`src/logic/spdif_sup_cfg.svh`:
```
/*
 * Offsets, field positions, reset values and timing counts of the lock
 * and clock supervisor.
 * Assumes a 50 MHz system clock standing in for the crystal timebase.
 */
`ifndef SPDIF_SUP_CFG_SVH
`define SPDIF_SUP_CFG_SVH

// ==========================================================
// Register indices (byte address is four times the index)
`define REG_SYS_IDX 4'h0
`define REG_CLK_IDX 4'h1
`define REG_DATA_IDX 4'h2
`define REG_STAT_IDX 4'h3
`define REG_STAT2_IDX 4'h9

// ==========================================================
// Field positions
`define SYS_REJECT_BIT 3
`define SYS_LOCK_WAIT_BIT 4
`define SYS_UNLOCK_MUTE_BIT 5
`define SYS_DIR_SEL_BIT 6
`define CLK_TYPE_BIT 0
`define CLK_VAR_LSB 1
`define CLK_FIX_LSB 3
`define DATA_RX_SRC_BIT 1
`define STAT_ERR_BIT 4

// ==========================================================
// Reset values
`define SYS_RESET 8'h00
`define CLK_RESET 8'h00
`define DATA_RESET 8'h00

// ==========================================================
// Timing
`define CLK_FREQ_MHZ 50
`define CLK_FREQ_HZ 50000000
`define SWITCH_DELAY_US 2700
`define SWITCH_CYCLES (`SWITCH_DELAY_US * `CLK_FREQ_MHZ)
`define TICK_FREQ_HZ 48000
`define TICK_DIV_CYCLES (`CLK_FREQ_HZ / `TICK_FREQ_HZ)
`define MUTE_TICKS_SHORT 15'h0100
`define MUTE_TICKS_LONG 15'h4000
`define LOCK_WAIT_SHORT 3'h3
`define LOCK_WAIT_LONG 3'h6

`endif

```
`src/logic/spdif_sup_pkg.sv`:
```
/*
 * Types shared by the lock and clock supervisor.
 * Assumes nothing beyond a SystemVerilog compiler.
 */
package spdif_sup_pkg;

    // ==========================================================
    // Lock judging states, Gray along the lock-in path
    typedef enum logic [2:0] {
        ST_UNLOCK = 3'h0,
        ST_SYNC = 3'h1,
        ST_WAIT_B = 3'h3,
        ST_COUNT = 3'h2,
        ST_LOCKED = 3'h6
    } lock_state_t;

    // Master clock source and multiple
    typedef enum logic [1:0] {
        MULT_XTAL = 2'h0,
        MULT_128 = 2'h1,
        MULT_256 = 2'h2,
        MULT_512 = 2'h3
    } mult_t;

    // Input rate class: 32-48k, 64-96k, 128-192k, other
    typedef enum logic [1:0] {
        FS_BASE = 2'h0,
        FS_DOUBLE = 2'h1,
        FS_QUAD = 2'h2,
        FS_OTHER = 2'h3
    } fs_class_t;

    // One-cycle preamble detector events
    typedef struct packed {
        logic pre_m;
        logic pre_w;
        logic pre_b;
        logic pre_bad;
    } preamble_t;

    // System control bits
    typedef struct packed {
        logic receive_reject_mode;
        logic lock_wait_count_sel;
        logic unlock_mute_sel;
        logic multi_pin_dir_sel;
    } sys_ctrl_t;

    // Clock multiple control bits
    typedef struct packed {
        logic clock_multiple_type;
        logic [1:0] variable_multiple_sel;
        logic [1:0] fixed_multiple_sel;
    } clk_ctrl_t;

endpackage

```
`src/logic/tick_divider.sv`:
```
/*
 * Divides the system clock down to the 48 kHz unlock-mute timebase.
 * Assumes one synchronous clock and an active-high asynchronous reset.
 */
`timescale 1ns/1ps

module tick_divider #(
    parameter int DIV = 1041
) (
    input wire logic clk,
    input wire logic rst,
    output logic tick
);

    // ==========================================================
    // Elaboration check
    generate
        if (DIV < 2 || DIV > 65535)
        begin : g_bad_div
            $error("tick_divider: DIV out of range");
        end
    endgenerate

    logic [15:0] cnt_q;

    // Free-running divide counter
    always_ff @(posedge clk or posedge rst)
    begin
        if (rst)
        begin
            cnt_q <= 16'h0000;
        end
        else if (cnt_q == 16'(DIV - 1))
        begin
            cnt_q <= 16'h0000;
        end
        else
        begin
            cnt_q <= cnt_q + 16'h0001;
        end
    end

    assign tick = (cnt_q == 16'(DIV - 1));

endmodule

```
`src/logic/spdif_lock_supervisor.sv`:
```
/*
 * Lock judging, oscillator control, output clock switching and output
 * muting of a digital audio receiver, with an APB register slave.
 * Assumes preamble detector events and rate class arrive synchronous
 * to CLK, and that the clock multiplexers sit outside this block.
 */
// Design decisions made here: the register addresses and the APB interface to the registers.
// Notes on behaviour
// - Oscillator amplifier stops exactly when the lock error output falls.
// - Oscillator amplifier restarts exactly when the lock error output rises.
// - Output clock source follows PLL lock state about 2.7 ms later.
// - A second PLL change inside the delay cancels the pending switch.
// - Reject mode forces unlock regardless of input; crystal clock runs outputs.
// - Reject mode: error high, crystal master clock, aux data passed through.
// - Lock error output high while unlocked, low while locked with no clock switch pending.
// - Lock judged after sync, an M then W cycle, then a B preamble.
// - After judging, error stays high until B count reaches the wait setting.
// - Default wait is three B preambles.
// - Wait setting chooses three or six B preambles.
// - Bad preambles drop lock; no received audio until error releases.
// - After unlock, data muted for a wait, then aux data output.
// - Unlock mute counts 48 kHz ticks: 256 or 16384.
// - Reaching the locked state cancels unlock mute; during the lock wait the mute count keeps running.
// - Pin direction select: 0 drives emphasis out, 1 makes the pin an input; data register bit 1 picks it as stream.
// - Default multiples: 512fs base, 256fs double, 128fs quad rates.
// - Locked multiple comes from variable or fixed selection.
// - Multiple type bit clear selects variable, set selects fixed.
// - During a clock switch, error held high and data muted.
`timescale 1ns/1ps
`include "spdif_sup_cfg.svh"

module spdif_lock_supervisor #(
    parameter int SWITCH_CYCLES = `SWITCH_CYCLES,
    parameter int TICK_DIV = `TICK_DIV_CYCLES
) (
    input wire logic CLK,
    input wire logic RST,
    input wire logic PSEL,
    input wire logic PENABLE,
    input wire logic PWRITE,
    input wire logic [7:0] PADDR,
    input wire logic [31:0] PWDATA,
    output logic [31:0] PRDATA,
    output logic PREADY,
    output logic PSLVERR,
    input wire logic PLL_SYNC,
    input wire spdif_sup_pkg::preamble_t PREAMBLE,
    input wire spdif_sup_pkg::fs_class_t FS_CLASS,
    input wire logic RX_AUDIO_DATA,
    input wire logic AUX_SERIAL_DATA_IN,
    input wire logic EMPHASIS_FLAG,
    input wire logic RX_PIN_IN,
    input wire logic MULTI_PURPOSE_PIN_IN,
    output logic MULTI_PURPOSE_PIN_OUT,
    output logic MULTI_PURPOSE_PIN_OE,
    output logic SPDIF_STREAM_SEL,
    output logic LOCK_ERR,
    output logic OSC_AMP_EN,
    output logic CLK_SRC_PLL,
    output spdif_sup_pkg::mult_t MASTER_CLOCK_OUT_SEL,
    output logic SERIAL_DATA_OUT
);

    // ==========================================================
    // Elaboration check
    generate
        if (SWITCH_CYCLES < 2 || SWITCH_CYCLES > 1048575)
        begin : g_bad_switch
            $error("spdif_lock_supervisor: SWITCH_CYCLES out of range");
        end
    endgenerate

    // ==========================================================
    // Declarations
    spdif_sup_pkg::sys_ctrl_t sys_q;
    spdif_sup_pkg::clk_ctrl_t clk_cfg_q;
    spdif_sup_pkg::clk_ctrl_t clk_lat_q;
    logic rx_src_sel_q;
    spdif_sup_pkg::lock_state_t state_q;
    spdif_sup_pkg::lock_state_t state_d;
    logic m_seen_q;
    logic [2:0] b_cnt_q;
    logic [2:0] wait_target_q;
    logic pll_lock_q;
    logic pll_lock_d;
    logic [19:0] sw_cnt_q;
    logic sw_target_q;
    logic clk_src_q;
    logic sw_active;
    logic err_d;
    logic err_q;
    logic osc_q;
    logic [14:0] mute_cnt_q;
    logic mute_q;
    logic tick;
    logic data_q;
    logic abort;
    logic judged;
    logic wr_en;
    logic [3:0] reg_idx;
    logic mapped;
    logic [31:0] rd_mux;
    logic [31:0] rdata_q;
    spdif_sup_pkg::mult_t mult_sel;

    // ==========================================================
    // 48 kHz timebase
    tick_divider #(
        .DIV(TICK_DIV)
    ) tick_divider_inst (
        .clk(CLK),
        .rst(RST),
        .tick(tick)
    );

    // ==========================================================
    // APB slave, zero wait states
    assign reg_idx = PADDR[5:2];
    assign mapped = (PADDR[7:6] == 2'h0) && (PADDR[1:0] == 2'h0) &&
        (reg_idx == `REG_SYS_IDX || reg_idx == `REG_CLK_IDX ||
         reg_idx == `REG_DATA_IDX || reg_idx == `REG_STAT_IDX ||
         reg_idx == `REG_STAT2_IDX);
    assign wr_en = PSEL && PENABLE && PWRITE && mapped;
    assign PREADY = 1'b1;
    assign PSLVERR = PSEL && PENABLE && !mapped;
    assign PRDATA = rdata_q;

    // Control register writes
    always_ff @(posedge CLK or posedge RST)
    begin
        if (RST)
        begin
            sys_q <= '0;
            clk_cfg_q <= '0;
            rx_src_sel_q <= 1'b0;
        end
        else if (wr_en)
        begin
            if (reg_idx == `REG_SYS_IDX)
            begin
                sys_q.receive_reject_mode <= PWDATA[`SYS_REJECT_BIT];
                sys_q.lock_wait_count_sel <= PWDATA[`SYS_LOCK_WAIT_BIT];
                sys_q.unlock_mute_sel <= PWDATA[`SYS_UNLOCK_MUTE_BIT];
                sys_q.multi_pin_dir_sel <= PWDATA[`SYS_DIR_SEL_BIT];
            end
            if (reg_idx == `REG_CLK_IDX)
            begin
                clk_cfg_q.clock_multiple_type <= PWDATA[`CLK_TYPE_BIT];
                clk_cfg_q.variable_multiple_sel <= PWDATA[`CLK_VAR_LSB +: 2];
                clk_cfg_q.fixed_multiple_sel <= PWDATA[`CLK_FIX_LSB +: 2];
            end
            if (reg_idx == `REG_DATA_IDX)
            begin
                rx_src_sel_q <= PWDATA[`DATA_RX_SRC_BIT];
            end
        end
    end

    // Read mux
    always_comb
    begin
        rd_mux = 32'h0000_0000;
        case (reg_idx)
            `REG_SYS_IDX:
            begin
                rd_mux[`SYS_REJECT_BIT] = sys_q.receive_reject_mode;
                rd_mux[`SYS_LOCK_WAIT_BIT] = sys_q.lock_wait_count_sel;
                rd_mux[`SYS_UNLOCK_MUTE_BIT] = sys_q.unlock_mute_sel;
                rd_mux[`SYS_DIR_SEL_BIT] = sys_q.multi_pin_dir_sel;
            end
            `REG_CLK_IDX:
            begin
                rd_mux[`CLK_TYPE_BIT] = clk_cfg_q.clock_multiple_type;
                rd_mux[`CLK_VAR_LSB +: 2] = clk_cfg_q.variable_multiple_sel;
                rd_mux[`CLK_FIX_LSB +: 2] = clk_cfg_q.fixed_multiple_sel;
            end
            `REG_DATA_IDX: rd_mux[`DATA_RX_SRC_BIT] = rx_src_sel_q;
            `REG_STAT_IDX: rd_mux[`STAT_ERR_BIT] = err_q;
            `REG_STAT2_IDX: rd_mux[7:0] = {mute_q, sw_active, osc_q, clk_src_q, 1'b0, state_q};
            default: rd_mux = 32'h0000_0000;
        endcase
    end

    // Read data captured in the setup phase
    always_ff @(posedge CLK or posedge RST)
    begin
        if (RST)
        begin
            rdata_q <= 32'h0000_0000;
        end
        else if (PSEL && !PENABLE && !PWRITE)
        begin
            rdata_q <= mapped ? rd_mux : 32'h0000_0000;
        end
    end

    // ==========================================================
    // Lock judging
    assign abort = !PLL_SYNC || PREAMBLE.pre_bad || sys_q.receive_reject_mode;
    assign judged = (state_q == spdif_sup_pkg::ST_WAIT_B) && PREAMBLE.pre_b && !abort;

    // Next state
    always_comb
    begin
        state_d = state_q;
        case (state_q)
            spdif_sup_pkg::ST_UNLOCK:
                if (PLL_SYNC) state_d = spdif_sup_pkg::ST_SYNC;
            spdif_sup_pkg::ST_SYNC:
                if (m_seen_q && PREAMBLE.pre_w) state_d = spdif_sup_pkg::ST_WAIT_B;
            spdif_sup_pkg::ST_WAIT_B:
                if (PREAMBLE.pre_b) state_d = spdif_sup_pkg::ST_COUNT;
            spdif_sup_pkg::ST_COUNT:
                if (PREAMBLE.pre_b && (b_cnt_q + 3'h1 == wait_target_q))
                    state_d = spdif_sup_pkg::ST_LOCKED;
            spdif_sup_pkg::ST_LOCKED: state_d = spdif_sup_pkg::ST_LOCKED;
            default: state_d = spdif_sup_pkg::ST_UNLOCK;
        endcase
        if (abort)
        begin
            state_d = spdif_sup_pkg::ST_UNLOCK;
        end
    end

    // State register and M-preamble tracker
    always_ff @(posedge CLK or posedge RST)
    begin
        if (RST)
        begin
            state_q <= spdif_sup_pkg::ST_UNLOCK;
            m_seen_q <= 1'b0;
        end
        else
        begin
            state_q <= state_d;
            m_seen_q <= (state_d == spdif_sup_pkg::ST_SYNC) && (m_seen_q || PREAMBLE.pre_m);
        end
    end

    // B preamble count, target taken at judging
    always_ff @(posedge CLK or posedge RST)
    begin
        if (RST)
        begin
            b_cnt_q <= 3'h0;
            wait_target_q <= `LOCK_WAIT_SHORT;
            clk_lat_q <= '0;
        end
        else if (judged)
        begin
            b_cnt_q <= 3'h0;
            wait_target_q <= sys_q.lock_wait_count_sel ? `LOCK_WAIT_LONG
                : `LOCK_WAIT_SHORT;
            clk_lat_q <= clk_cfg_q;
        end
        else if (state_q == spdif_sup_pkg::ST_COUNT && PREAMBLE.pre_b)
        begin
            b_cnt_q <= b_cnt_q + 3'h1;
        end
    end

    // ==========================================================
    // Clock source switching
    assign pll_lock_d = PLL_SYNC && !sys_q.receive_reject_mode;
    assign sw_active = (sw_cnt_q != 20'h0) && (sw_target_q != clk_src_q);

    // Delay counter restarted on each PLL change
    always_ff @(posedge CLK or posedge RST)
    begin
        if (RST)
        begin
            pll_lock_q <= 1'b0;
            sw_cnt_q <= 20'h0;
            sw_target_q <= 1'b0;
            clk_src_q <= 1'b0;
        end
        else
        begin
            pll_lock_q <= pll_lock_d;
            if (pll_lock_d != pll_lock_q)
            begin
                sw_cnt_q <= 20'(SWITCH_CYCLES);
                sw_target_q <= pll_lock_d;
            end
            else if (sw_cnt_q != 20'h0)
            begin
                sw_cnt_q <= sw_cnt_q - 20'h1;
                if (sw_cnt_q == 20'h1)
                begin
                    clk_src_q <= sw_target_q;
                end
            end
        end
    end

    // ==========================================================
    // Lock error and oscillator
    assign err_d = (state_d != spdif_sup_pkg::ST_LOCKED) || sw_active
        || sys_q.receive_reject_mode;

    always_ff @(posedge CLK or posedge RST)
    begin
        if (RST)
        begin
            err_q <= 1'b1;
            osc_q <= 1'b1;
        end
        else
        begin
            err_q <= err_d;
            osc_q <= err_d;
        end
    end

    // ==========================================================
    // Unlock mute timing
    always_ff @(posedge CLK or posedge RST)
    begin
        if (RST)
        begin
            mute_cnt_q <= 15'h0;
            mute_q <= 1'b0;
        end
        else if (state_d == spdif_sup_pkg::ST_LOCKED)
        begin
            mute_cnt_q <= 15'h0;
            mute_q <= 1'b0;
        end
        else if (state_q == spdif_sup_pkg::ST_LOCKED)
        begin
            mute_cnt_q <= sys_q.unlock_mute_sel ? `MUTE_TICKS_LONG
                : `MUTE_TICKS_SHORT;
            mute_q <= 1'b1;
        end
        else if (mute_q && tick)
        begin
            mute_cnt_q <= mute_cnt_q - 15'h1;
            mute_q <= (mute_cnt_q != 15'h1);
        end
    end

    // Serial data selection
    always_ff @(posedge CLK or posedge RST)
    begin
        if (RST)
        begin
            data_q <= 1'b0;
        end
        else if (!err_d)
        begin
            data_q <= RX_AUDIO_DATA;
        end
        else if (mute_q || sw_active)
        begin
            data_q <= 1'b0;
        end
        else
        begin
            data_q <= AUX_SERIAL_DATA_IN;
        end
    end

    // ==========================================================
    // Master clock multiple
    always_comb
    begin
        mult_sel = spdif_sup_pkg::MULT_256;
        if (!clk_lat_q.clock_multiple_type)
        begin
            case (FS_CLASS)
                spdif_sup_pkg::FS_BASE: mult_sel = clk_lat_q.variable_multiple_sel[0]
                    ? spdif_sup_pkg::MULT_256 : spdif_sup_pkg::MULT_512;
                spdif_sup_pkg::FS_DOUBLE: mult_sel = clk_lat_q.variable_multiple_sel[1]
                    ? spdif_sup_pkg::MULT_512 : spdif_sup_pkg::MULT_256;
                spdif_sup_pkg::FS_QUAD: mult_sel = spdif_sup_pkg::MULT_128;
                default: mult_sel = spdif_sup_pkg::MULT_256;
            endcase
        end
        else
        begin
            case (clk_lat_q.fixed_multiple_sel)
                2'h1: mult_sel = spdif_sup_pkg::MULT_512;
                2'h2: mult_sel = spdif_sup_pkg::MULT_128;
                default: mult_sel = spdif_sup_pkg::MULT_256;
            endcase
        end
    end

    // Output clock select register
    always_ff @(posedge CLK or posedge RST)
    begin
        if (RST)
        begin
            MASTER_CLOCK_OUT_SEL <= spdif_sup_pkg::MULT_XTAL;
        end
        else if (!clk_src_q || sys_q.receive_reject_mode)
        begin
            MASTER_CLOCK_OUT_SEL <= spdif_sup_pkg::MULT_XTAL;
        end
        else
        begin
            MASTER_CLOCK_OUT_SEL <= mult_sel;
        end
    end

    // ==========================================================
    // Pin direction and stream source
    assign MULTI_PURPOSE_PIN_OE = !sys_q.multi_pin_dir_sel;
    assign MULTI_PURPOSE_PIN_OUT = EMPHASIS_FLAG && !sys_q.multi_pin_dir_sel;
    assign SPDIF_STREAM_SEL = rx_src_sel_q ? MULTI_PURPOSE_PIN_IN : RX_PIN_IN;
    assign LOCK_ERR = err_q;
    assign OSC_AMP_EN = osc_q;
    assign CLK_SRC_PLL = clk_src_q;
    assign SERIAL_DATA_OUT = data_q;

    // ==========================================================
    // Assertions
    a_reject_err: assert property (@(posedge CLK) disable iff (RST)
        sys_q.receive_reject_mode |=> LOCK_ERR)
        else $error("Error low in reject mode");
    a_osc_stop: assert property (@(posedge CLK) disable iff (RST)
        $fell(LOCK_ERR) |-> !OSC_AMP_EN && $past(OSC_AMP_EN))
        else $error("Oscillator not stopped with error fall");
    a_osc_start: assert property (@(posedge CLK) disable iff (RST)
        $rose(LOCK_ERR) |-> OSC_AMP_EN)
        else $error("Oscillator not restarted with error rise");
    a_switch_moment: assert property (@(posedge CLK) disable iff (RST)
        $changed(CLK_SRC_PLL) |-> $past(sw_cnt_q) == 20'h1 && CLK_SRC_PLL == $past(sw_target_q))
        else $error("Clock source changed at wrong moment");
    a_switch_restart: assert property (@(posedge CLK) disable iff (RST)
        (pll_lock_d != pll_lock_q) |=> sw_cnt_q == 20'(SWITCH_CYCLES))
        else $error("Switch delay not restarted");
    a_switch_err: assert property (@(posedge CLK) disable iff (RST)
        sw_active |=> LOCK_ERR)
        else $error("Error low during clock switch");
    a_lock_count: assert property (@(posedge CLK) disable iff (RST)
        $fell(LOCK_ERR) |-> b_cnt_q == wait_target_q
            || $past(state_q) == spdif_sup_pkg::ST_LOCKED)
        else $error("Error released before B count");
    a_mute_quiet: assert property (@(posedge CLK) disable iff (RST)
        (mute_q && err_d) |=> !SERIAL_DATA_OUT)
        else $error("Data not muted after unlock");
    a_relock_unmute: assert property (@(posedge CLK) disable iff (RST)
        state_q == spdif_sup_pkg::ST_LOCKED |-> !mute_q)
        else $error("Unlock mute active while locked");
    a_pin_dir: assert property (@(posedge CLK) disable iff (RST)
        sys_q.multi_pin_dir_sel |-> !MULTI_PURPOSE_PIN_OE)
        else $error("Pin driven while set as input");

    c_lock: cover property (@(posedge CLK) disable iff (RST) $fell(LOCK_ERR));
    c_unlock_mute: cover property (@(posedge CLK) disable iff (RST) $fell(mute_q));
    c_cancel: cover property (@(posedge CLK) disable iff (RST)
        (sw_cnt_q > 20'h1) && (pll_lock_d != pll_lock_q) && (pll_lock_d == clk_src_q));
    c_to_pll: cover property (@(posedge CLK) disable iff (RST) $rose(CLK_SRC_PLL));

endmodule

```
`config.mk`:
```
export PLATFORM = sky130hd
export DESIGN_NAME = spdif_lock_supervisor
export DESIGN_NICKNAME = d
export VERILOG_FILES = /design/src/logic/spdif_sup_pkg.sv /design/src/logic/tick_divider.sv /design/src/logic/spdif_lock_supervisor.sv
export VERILOG_INCLUDE_DIRS = /design/src /design/src/logic
export SDC_FILE = /design/constraint.sdc
export NUM_CORES = 1
export LEC_CHECK = 0
export BUFFER_PORTS_ARGS = -buffer_cell sky130_fd_sc_hd__buf_4
export CAP_MARGIN = 20
export CORE_AREA = 2 2 113 115
export DETAILED_ROUTE_END_ITERATION = 8
export DIE_AREA = 0 0 115 117
export MAX_ROUTING_LAYER = met4
export PLACE_DENSITY = 0.71
export RECOVER_POWER = 100
export SYNTH_ARGS = -nofsm -noshare
export SYNTH_HDL_FRONTEND = slang
export SYNTH_SLANG_ARGS = --single-unit
```
`constraint.sdc`:
```
create_clock -name CLK -period 2.52 [get_ports CLK]
set_input_delay 0.252 -clock CLK [delete_from_list [all_inputs] [get_ports CLK]]
set_output_delay 0.252 -clock CLK [all_outputs]
set_load 0.05 [all_outputs]
```
# Word-level counts from Yosys, hierarchy flattened
# Index checks and enable logic that the tools add are counted.
# word_totals
romBits,0
ramBits,0
n_memories,0
word_cells,138
ff_bits,116
latch_bits,0
# classes
mux,36
eq_ne,21
add_sub_neg,4
n_reduce_logical,50
n_shift,0
mul,0
bitwise,1
div_mod_pow,0
n_lt_le_gt_ge,0
# op_table
op,n
$mux 15,4
$mux 20,2
$mux 3,8
$eq 20x1->1 const B,1
$reduce_bool 20->1,1
$sub 20x1->20 const B,1
$logic_and 1x1->1,18
$add 16x1->16 const B,1
$eq 16x11->1 const B,1
$mux 16,1
$ne 15x1->1 const B,1
$pmux 3 s5,1
$sub 15x1->15 const B,1
$logic_or 1x1->1,11
$mux 1,9
$eq 4x2->1 const B,2
$logic_not 1->1,8
$mux 8,1
$pmux 2 s2,2
$eq 3x1->1 const B,2
$eq 3x2->1 const B,2
$eq 3x3->1 const B,2
$logic_not 2->1,3
$pmux 1 s2,3
19 further kinds,26

# Longest topological paths before layout
# depth
depth_word,10
ltp_mapped,8
depth_no_buf,7

# By module
# A second synthesis with hierarchy kept.
# unflattened
cells_unflattened,474
area_unflattened_um2,4790.8
# modules_own_cells
mod,n_inst,area_each_um2,cells_per_inst
spdif_lock_supervisor,1,4017.6,403
tick_divider,1,773.2,71

# Worst setup path before layout
# No wires, ideal clock.
# synth_path
kind,reg2reg
start,register tick_divider_inst.cnt_q[0]
end,register mute_cnt_q[6]
period_less_slack_ps,2220
arrival_time_ps,2090
stages_incl_launch_ff,8
setup_ps,129
slack_ps,300
path_cell_list,dfrtp_1 -> inv_1 -> ha_1 -> or4b_1 -> nor4_4 -> or3b_1 -> xor2_1 -> nor2_2
# synth_via
elab_chain_len,3
# synth_lines
item,line_no,text
start: declaration,tick_divider.sv:24,logic [15:0] cnt_q;
start signal: assignment,tick_divider.sv:39,cnt_q <= cnt_q + 16'h0001;
$eq 16x11->1,tick_divider.sv:43,assign tick = (cnt_q == 16'(DIV - 1));
$logic_and 1x1->1,spdif_lock_supervisor.sv:335,else if (mute_q && tick)
$reduce_bool 3->1 (no line),--,
end signal: assignment,spdif_lock_supervisor.sv:331,mute_cnt_q <= sys_q.unlock_mute_sel ? `MUTE_TICKS_LONG
end signal: assignment,spdif_lock_supervisor.sv:337,mute_cnt_q <= mute_cnt_q - 15'h1;
end: declaration,spdif_lock_supervisor.sv:93,logic [14:0] mute_cnt_q;
# Every way passes these cells.
# A chain may end at the register's enable or synchronous reset.

# Worst setup path after layout
# Same ends and word-level chain as after synthesis.

==> metrics.yaml <==
slew_viol_final: 92
finClkSkew_ps: 7.89
placed_cells: 666
die_y_um: 117
ios: 100
crit_fanout: 6
tns_ps: 0
layout_min_cycle_time_ps: 2310
syn-cell-area_sq_um: 4760
drive_gt1_share_pct: 15.4
gp_congestion: 0.809
wire_per_inst_um: 14.2
fmax_ghz: 0.434
rr_startpoint: "tick_divider_inst.cnt_q[0]$_DFF_PP0_"
worst_hold_path.endpoint: "MASTER_CLOCK_OUT_SEL[1]$_DFF_PP0_"
area_delta_synth_final_pct: 14.2
leakage_uw: 0.00244
setup_viol: 0
grt_pass1_vias: 3563
yosys-top-cells-area: "dfrtp_1, mux2_2, xor2_1"
hold_depth: 2
worst_r2r_endpoint: "mute_cnt_q[6]$_DFFE_PP0P_"
cts.htree.levels: 3
nFillCells: 1197
cts_buffers: 9
hold_buffers: 0
yosysSeqAreaShare_pct: 47.9
relSlewSlack_pct: -30.9
fin_nets: 592
hold_path_startpoint: "FS_CLASS[0]"
die_width_um: 115
drt_iter0_markers: 226
power_density_nw_per_um2: 570
grt_max_degree: 92
yosys.cell_count.top_type: "dfrtp_1"
grt.total_usage_pct: 15.7
drc: 0
failed_checks: "capacitance limit, slew limit"
viasPerCell: 5.16
reg2reg_setup_slack_ps: 210
hpwlAfterDp_um: 7010
firstDrtPassIters: 4
finalNonFillerCells: 682
synth_largest_area_cell: "dfrtp_1"
placeableCoreArea_sq_um: 12300
cts.sinks: 91
grt_pass1_wl_um: 16500
io_buffers: 49
arrival_ps: 2540
synth_ff_type: "dfrtp_1"
finalWirelength_um: 9710
cp.required_ps: 2750
initial_core_util_pct: 38.7
crit_path_end_kind: "register"
worstSetupPathType: "reg -> reg"
clk_pin_slew_ps: 70
ys_top_cells_by_count: "dfrtp_1, nor2_1, nand2_1"
postRouteAntennaNets: 0
synth_cell_types: 62
finalCritPeriodShare_pct: 91.5
cts_resized: 0
cts_setup_buffers: 0
synthCells: 467
synth-edff-count: 0
r2r_cells: 7
async_reset_ff_share_pct: 100
rows: 41
clockBufferDepth: 2
ys_ff_latch: 91
peakVddDrop_uv: 408
synth_top_cell_area_share_pct: 46.8
avgSynthCellArea_sq_um: 10.2
finalHoldWorstSlack_ps: 146
cts_root_buffer: "clkbuf_16"
maxCapViolCount: 1
tightest_slew_ps: 1960
antenna_found_initial: 0
grt_overflow: 0
run_status: "finished with violations"
rsz0062_at_grt: "no"
dieArea_sq_um: 13500
diodes: 0
placed_area_sq_um: 5280
synth_warnings: 0
final_area_sq_um: 5440
cts_tree: "built"
dr_total_vias: 3520
min-delay-path-class: "in -> reg"
hold_violations: 0
clk_latency_ps: 340
startpoint_type: "register"
layer usage:
layer	GRT usage [%]	wire (um)	share of wire, %	up-vias
met4	5.78	165	1.7	0
met5	-	0	0	-
met2	25.0	4640	48	68
met3	2.01	256	2.6	13
met1	20.8	4640	48	1719
li1	-	-	-	1720
report_power, final:
| group | switching [uW] | internal (uW) |
|---|---|---|
| Combinational | 221 | 101 |
| Sequential | 40.2 | 1490 |
| Clock | 576 | 669 |
kinds of logic (layout without fill, tap and decap cells):
family / Yosys count / count (layout) / synth area share, %
and+or+nand+nor: 189 / 189 / 21.6
AOI/OAI and AO/OA: 56 / 56 / 7.91
muxes: 25 / 25 / 5.78
adders and majority gates: 9 / 9 / 2.31
DFF: 91 / 91 / 47.9
other: 2 / 25 / 0.158
xor gates and xnor gates: 43 / 43 / 8.20
buffers and inverters: 52 / 94 / 6.18
sequential cells by signal, summed over array words and instances, names as in the netlist, 3 cells and up:
register,flops
clk_lat_q,5
state_q,3
sw_cnt_q,20
tick_divider_inst.cnt_q,16
sys_q,4
clk_cfg_q,5
b_cnt_q,3
PRDATA,8
mute_cnt_q,15
cells in the final DEF (no fill, tap or decap), types with 18 or more instances in the layout:
cell type,n
dfrtp_1,89
nor2_1,44
nand2_1,34
buf_4,34
conb_1,25
clkbuf_1,24
xor2_1,23
nand3_1,22
mux2_2,20
xnor2_1,19
nor3_1,18
how the worst max path moves through the flow:
stage / end / startpoint / cells after the start
2_1_floorplan: mute_cnt_q[6]$_DFFE_PP0P_ / tick_divider_inst.cnt_q[0]$_DFF_PP0_ / 7
3_3_place_gp: mute_cnt_q[6]$_DFFE_PP0P_ / tick_divider_inst.cnt_q[0]$_DFF_PP0_ / 7
3_5_place_dp: mute_cnt_q[6]$_DFFE_PP0P_ / tick_divider_inst.cnt_q[0]$_DFF_PP0_ / 7
4_1_cts: mute_cnt_q[6]$_DFFE_PP0P_ / tick_divider_inst.cnt_q[0]$_DFF_PP0_ / 7
5_1_grt: mute_cnt_q[4]$_DFFE_PP0P_ / tick_divider_inst.cnt_q[0]$_DFF_PP0_ / 8
6_report: mute_cnt_q[6]$_DFFE_PP0P_ / tick_divider_inst.cnt_q[0]$_DFF_PP0_ / 7
critical path, cell delays in order, from the launching register on:
cell and delay (ps):
dfrtp_1 420, inv_1 70, ha_1 140, or4b_1 510
nor4_4 410, or3b_1 410, xor2_1 190, nor2_2 50
through the flow:
| stage | utilization, % | setup slack [ps] | power (uW) |
|---|---|---|---|
| floorplan | - | 300 | 1820 |
| global placement | 42.8 | 276 | 1880 |
| detailed placement | 42.8 | 187 | 1890 |
| CTS | 45.0 | 177 | 3130 |
| global route | 44.2 | 62.6 | 3230 |
| finish | 44.2 | 213 | 3100 |
final cells by class:
cell class,count,area (sq um),share of cell area (%)
multi-input cells,347,2270,41.7
well taps,150,188,3.45
clock inverters,6,41.3,0.759
clock buffers,10,229,4.21
flip-flops and latches,91,2280,41.9
repair buffers,60,362,6.65
inverters,18,68.8,1.27
Note: power is estimated with default switching activity, not from simulation.
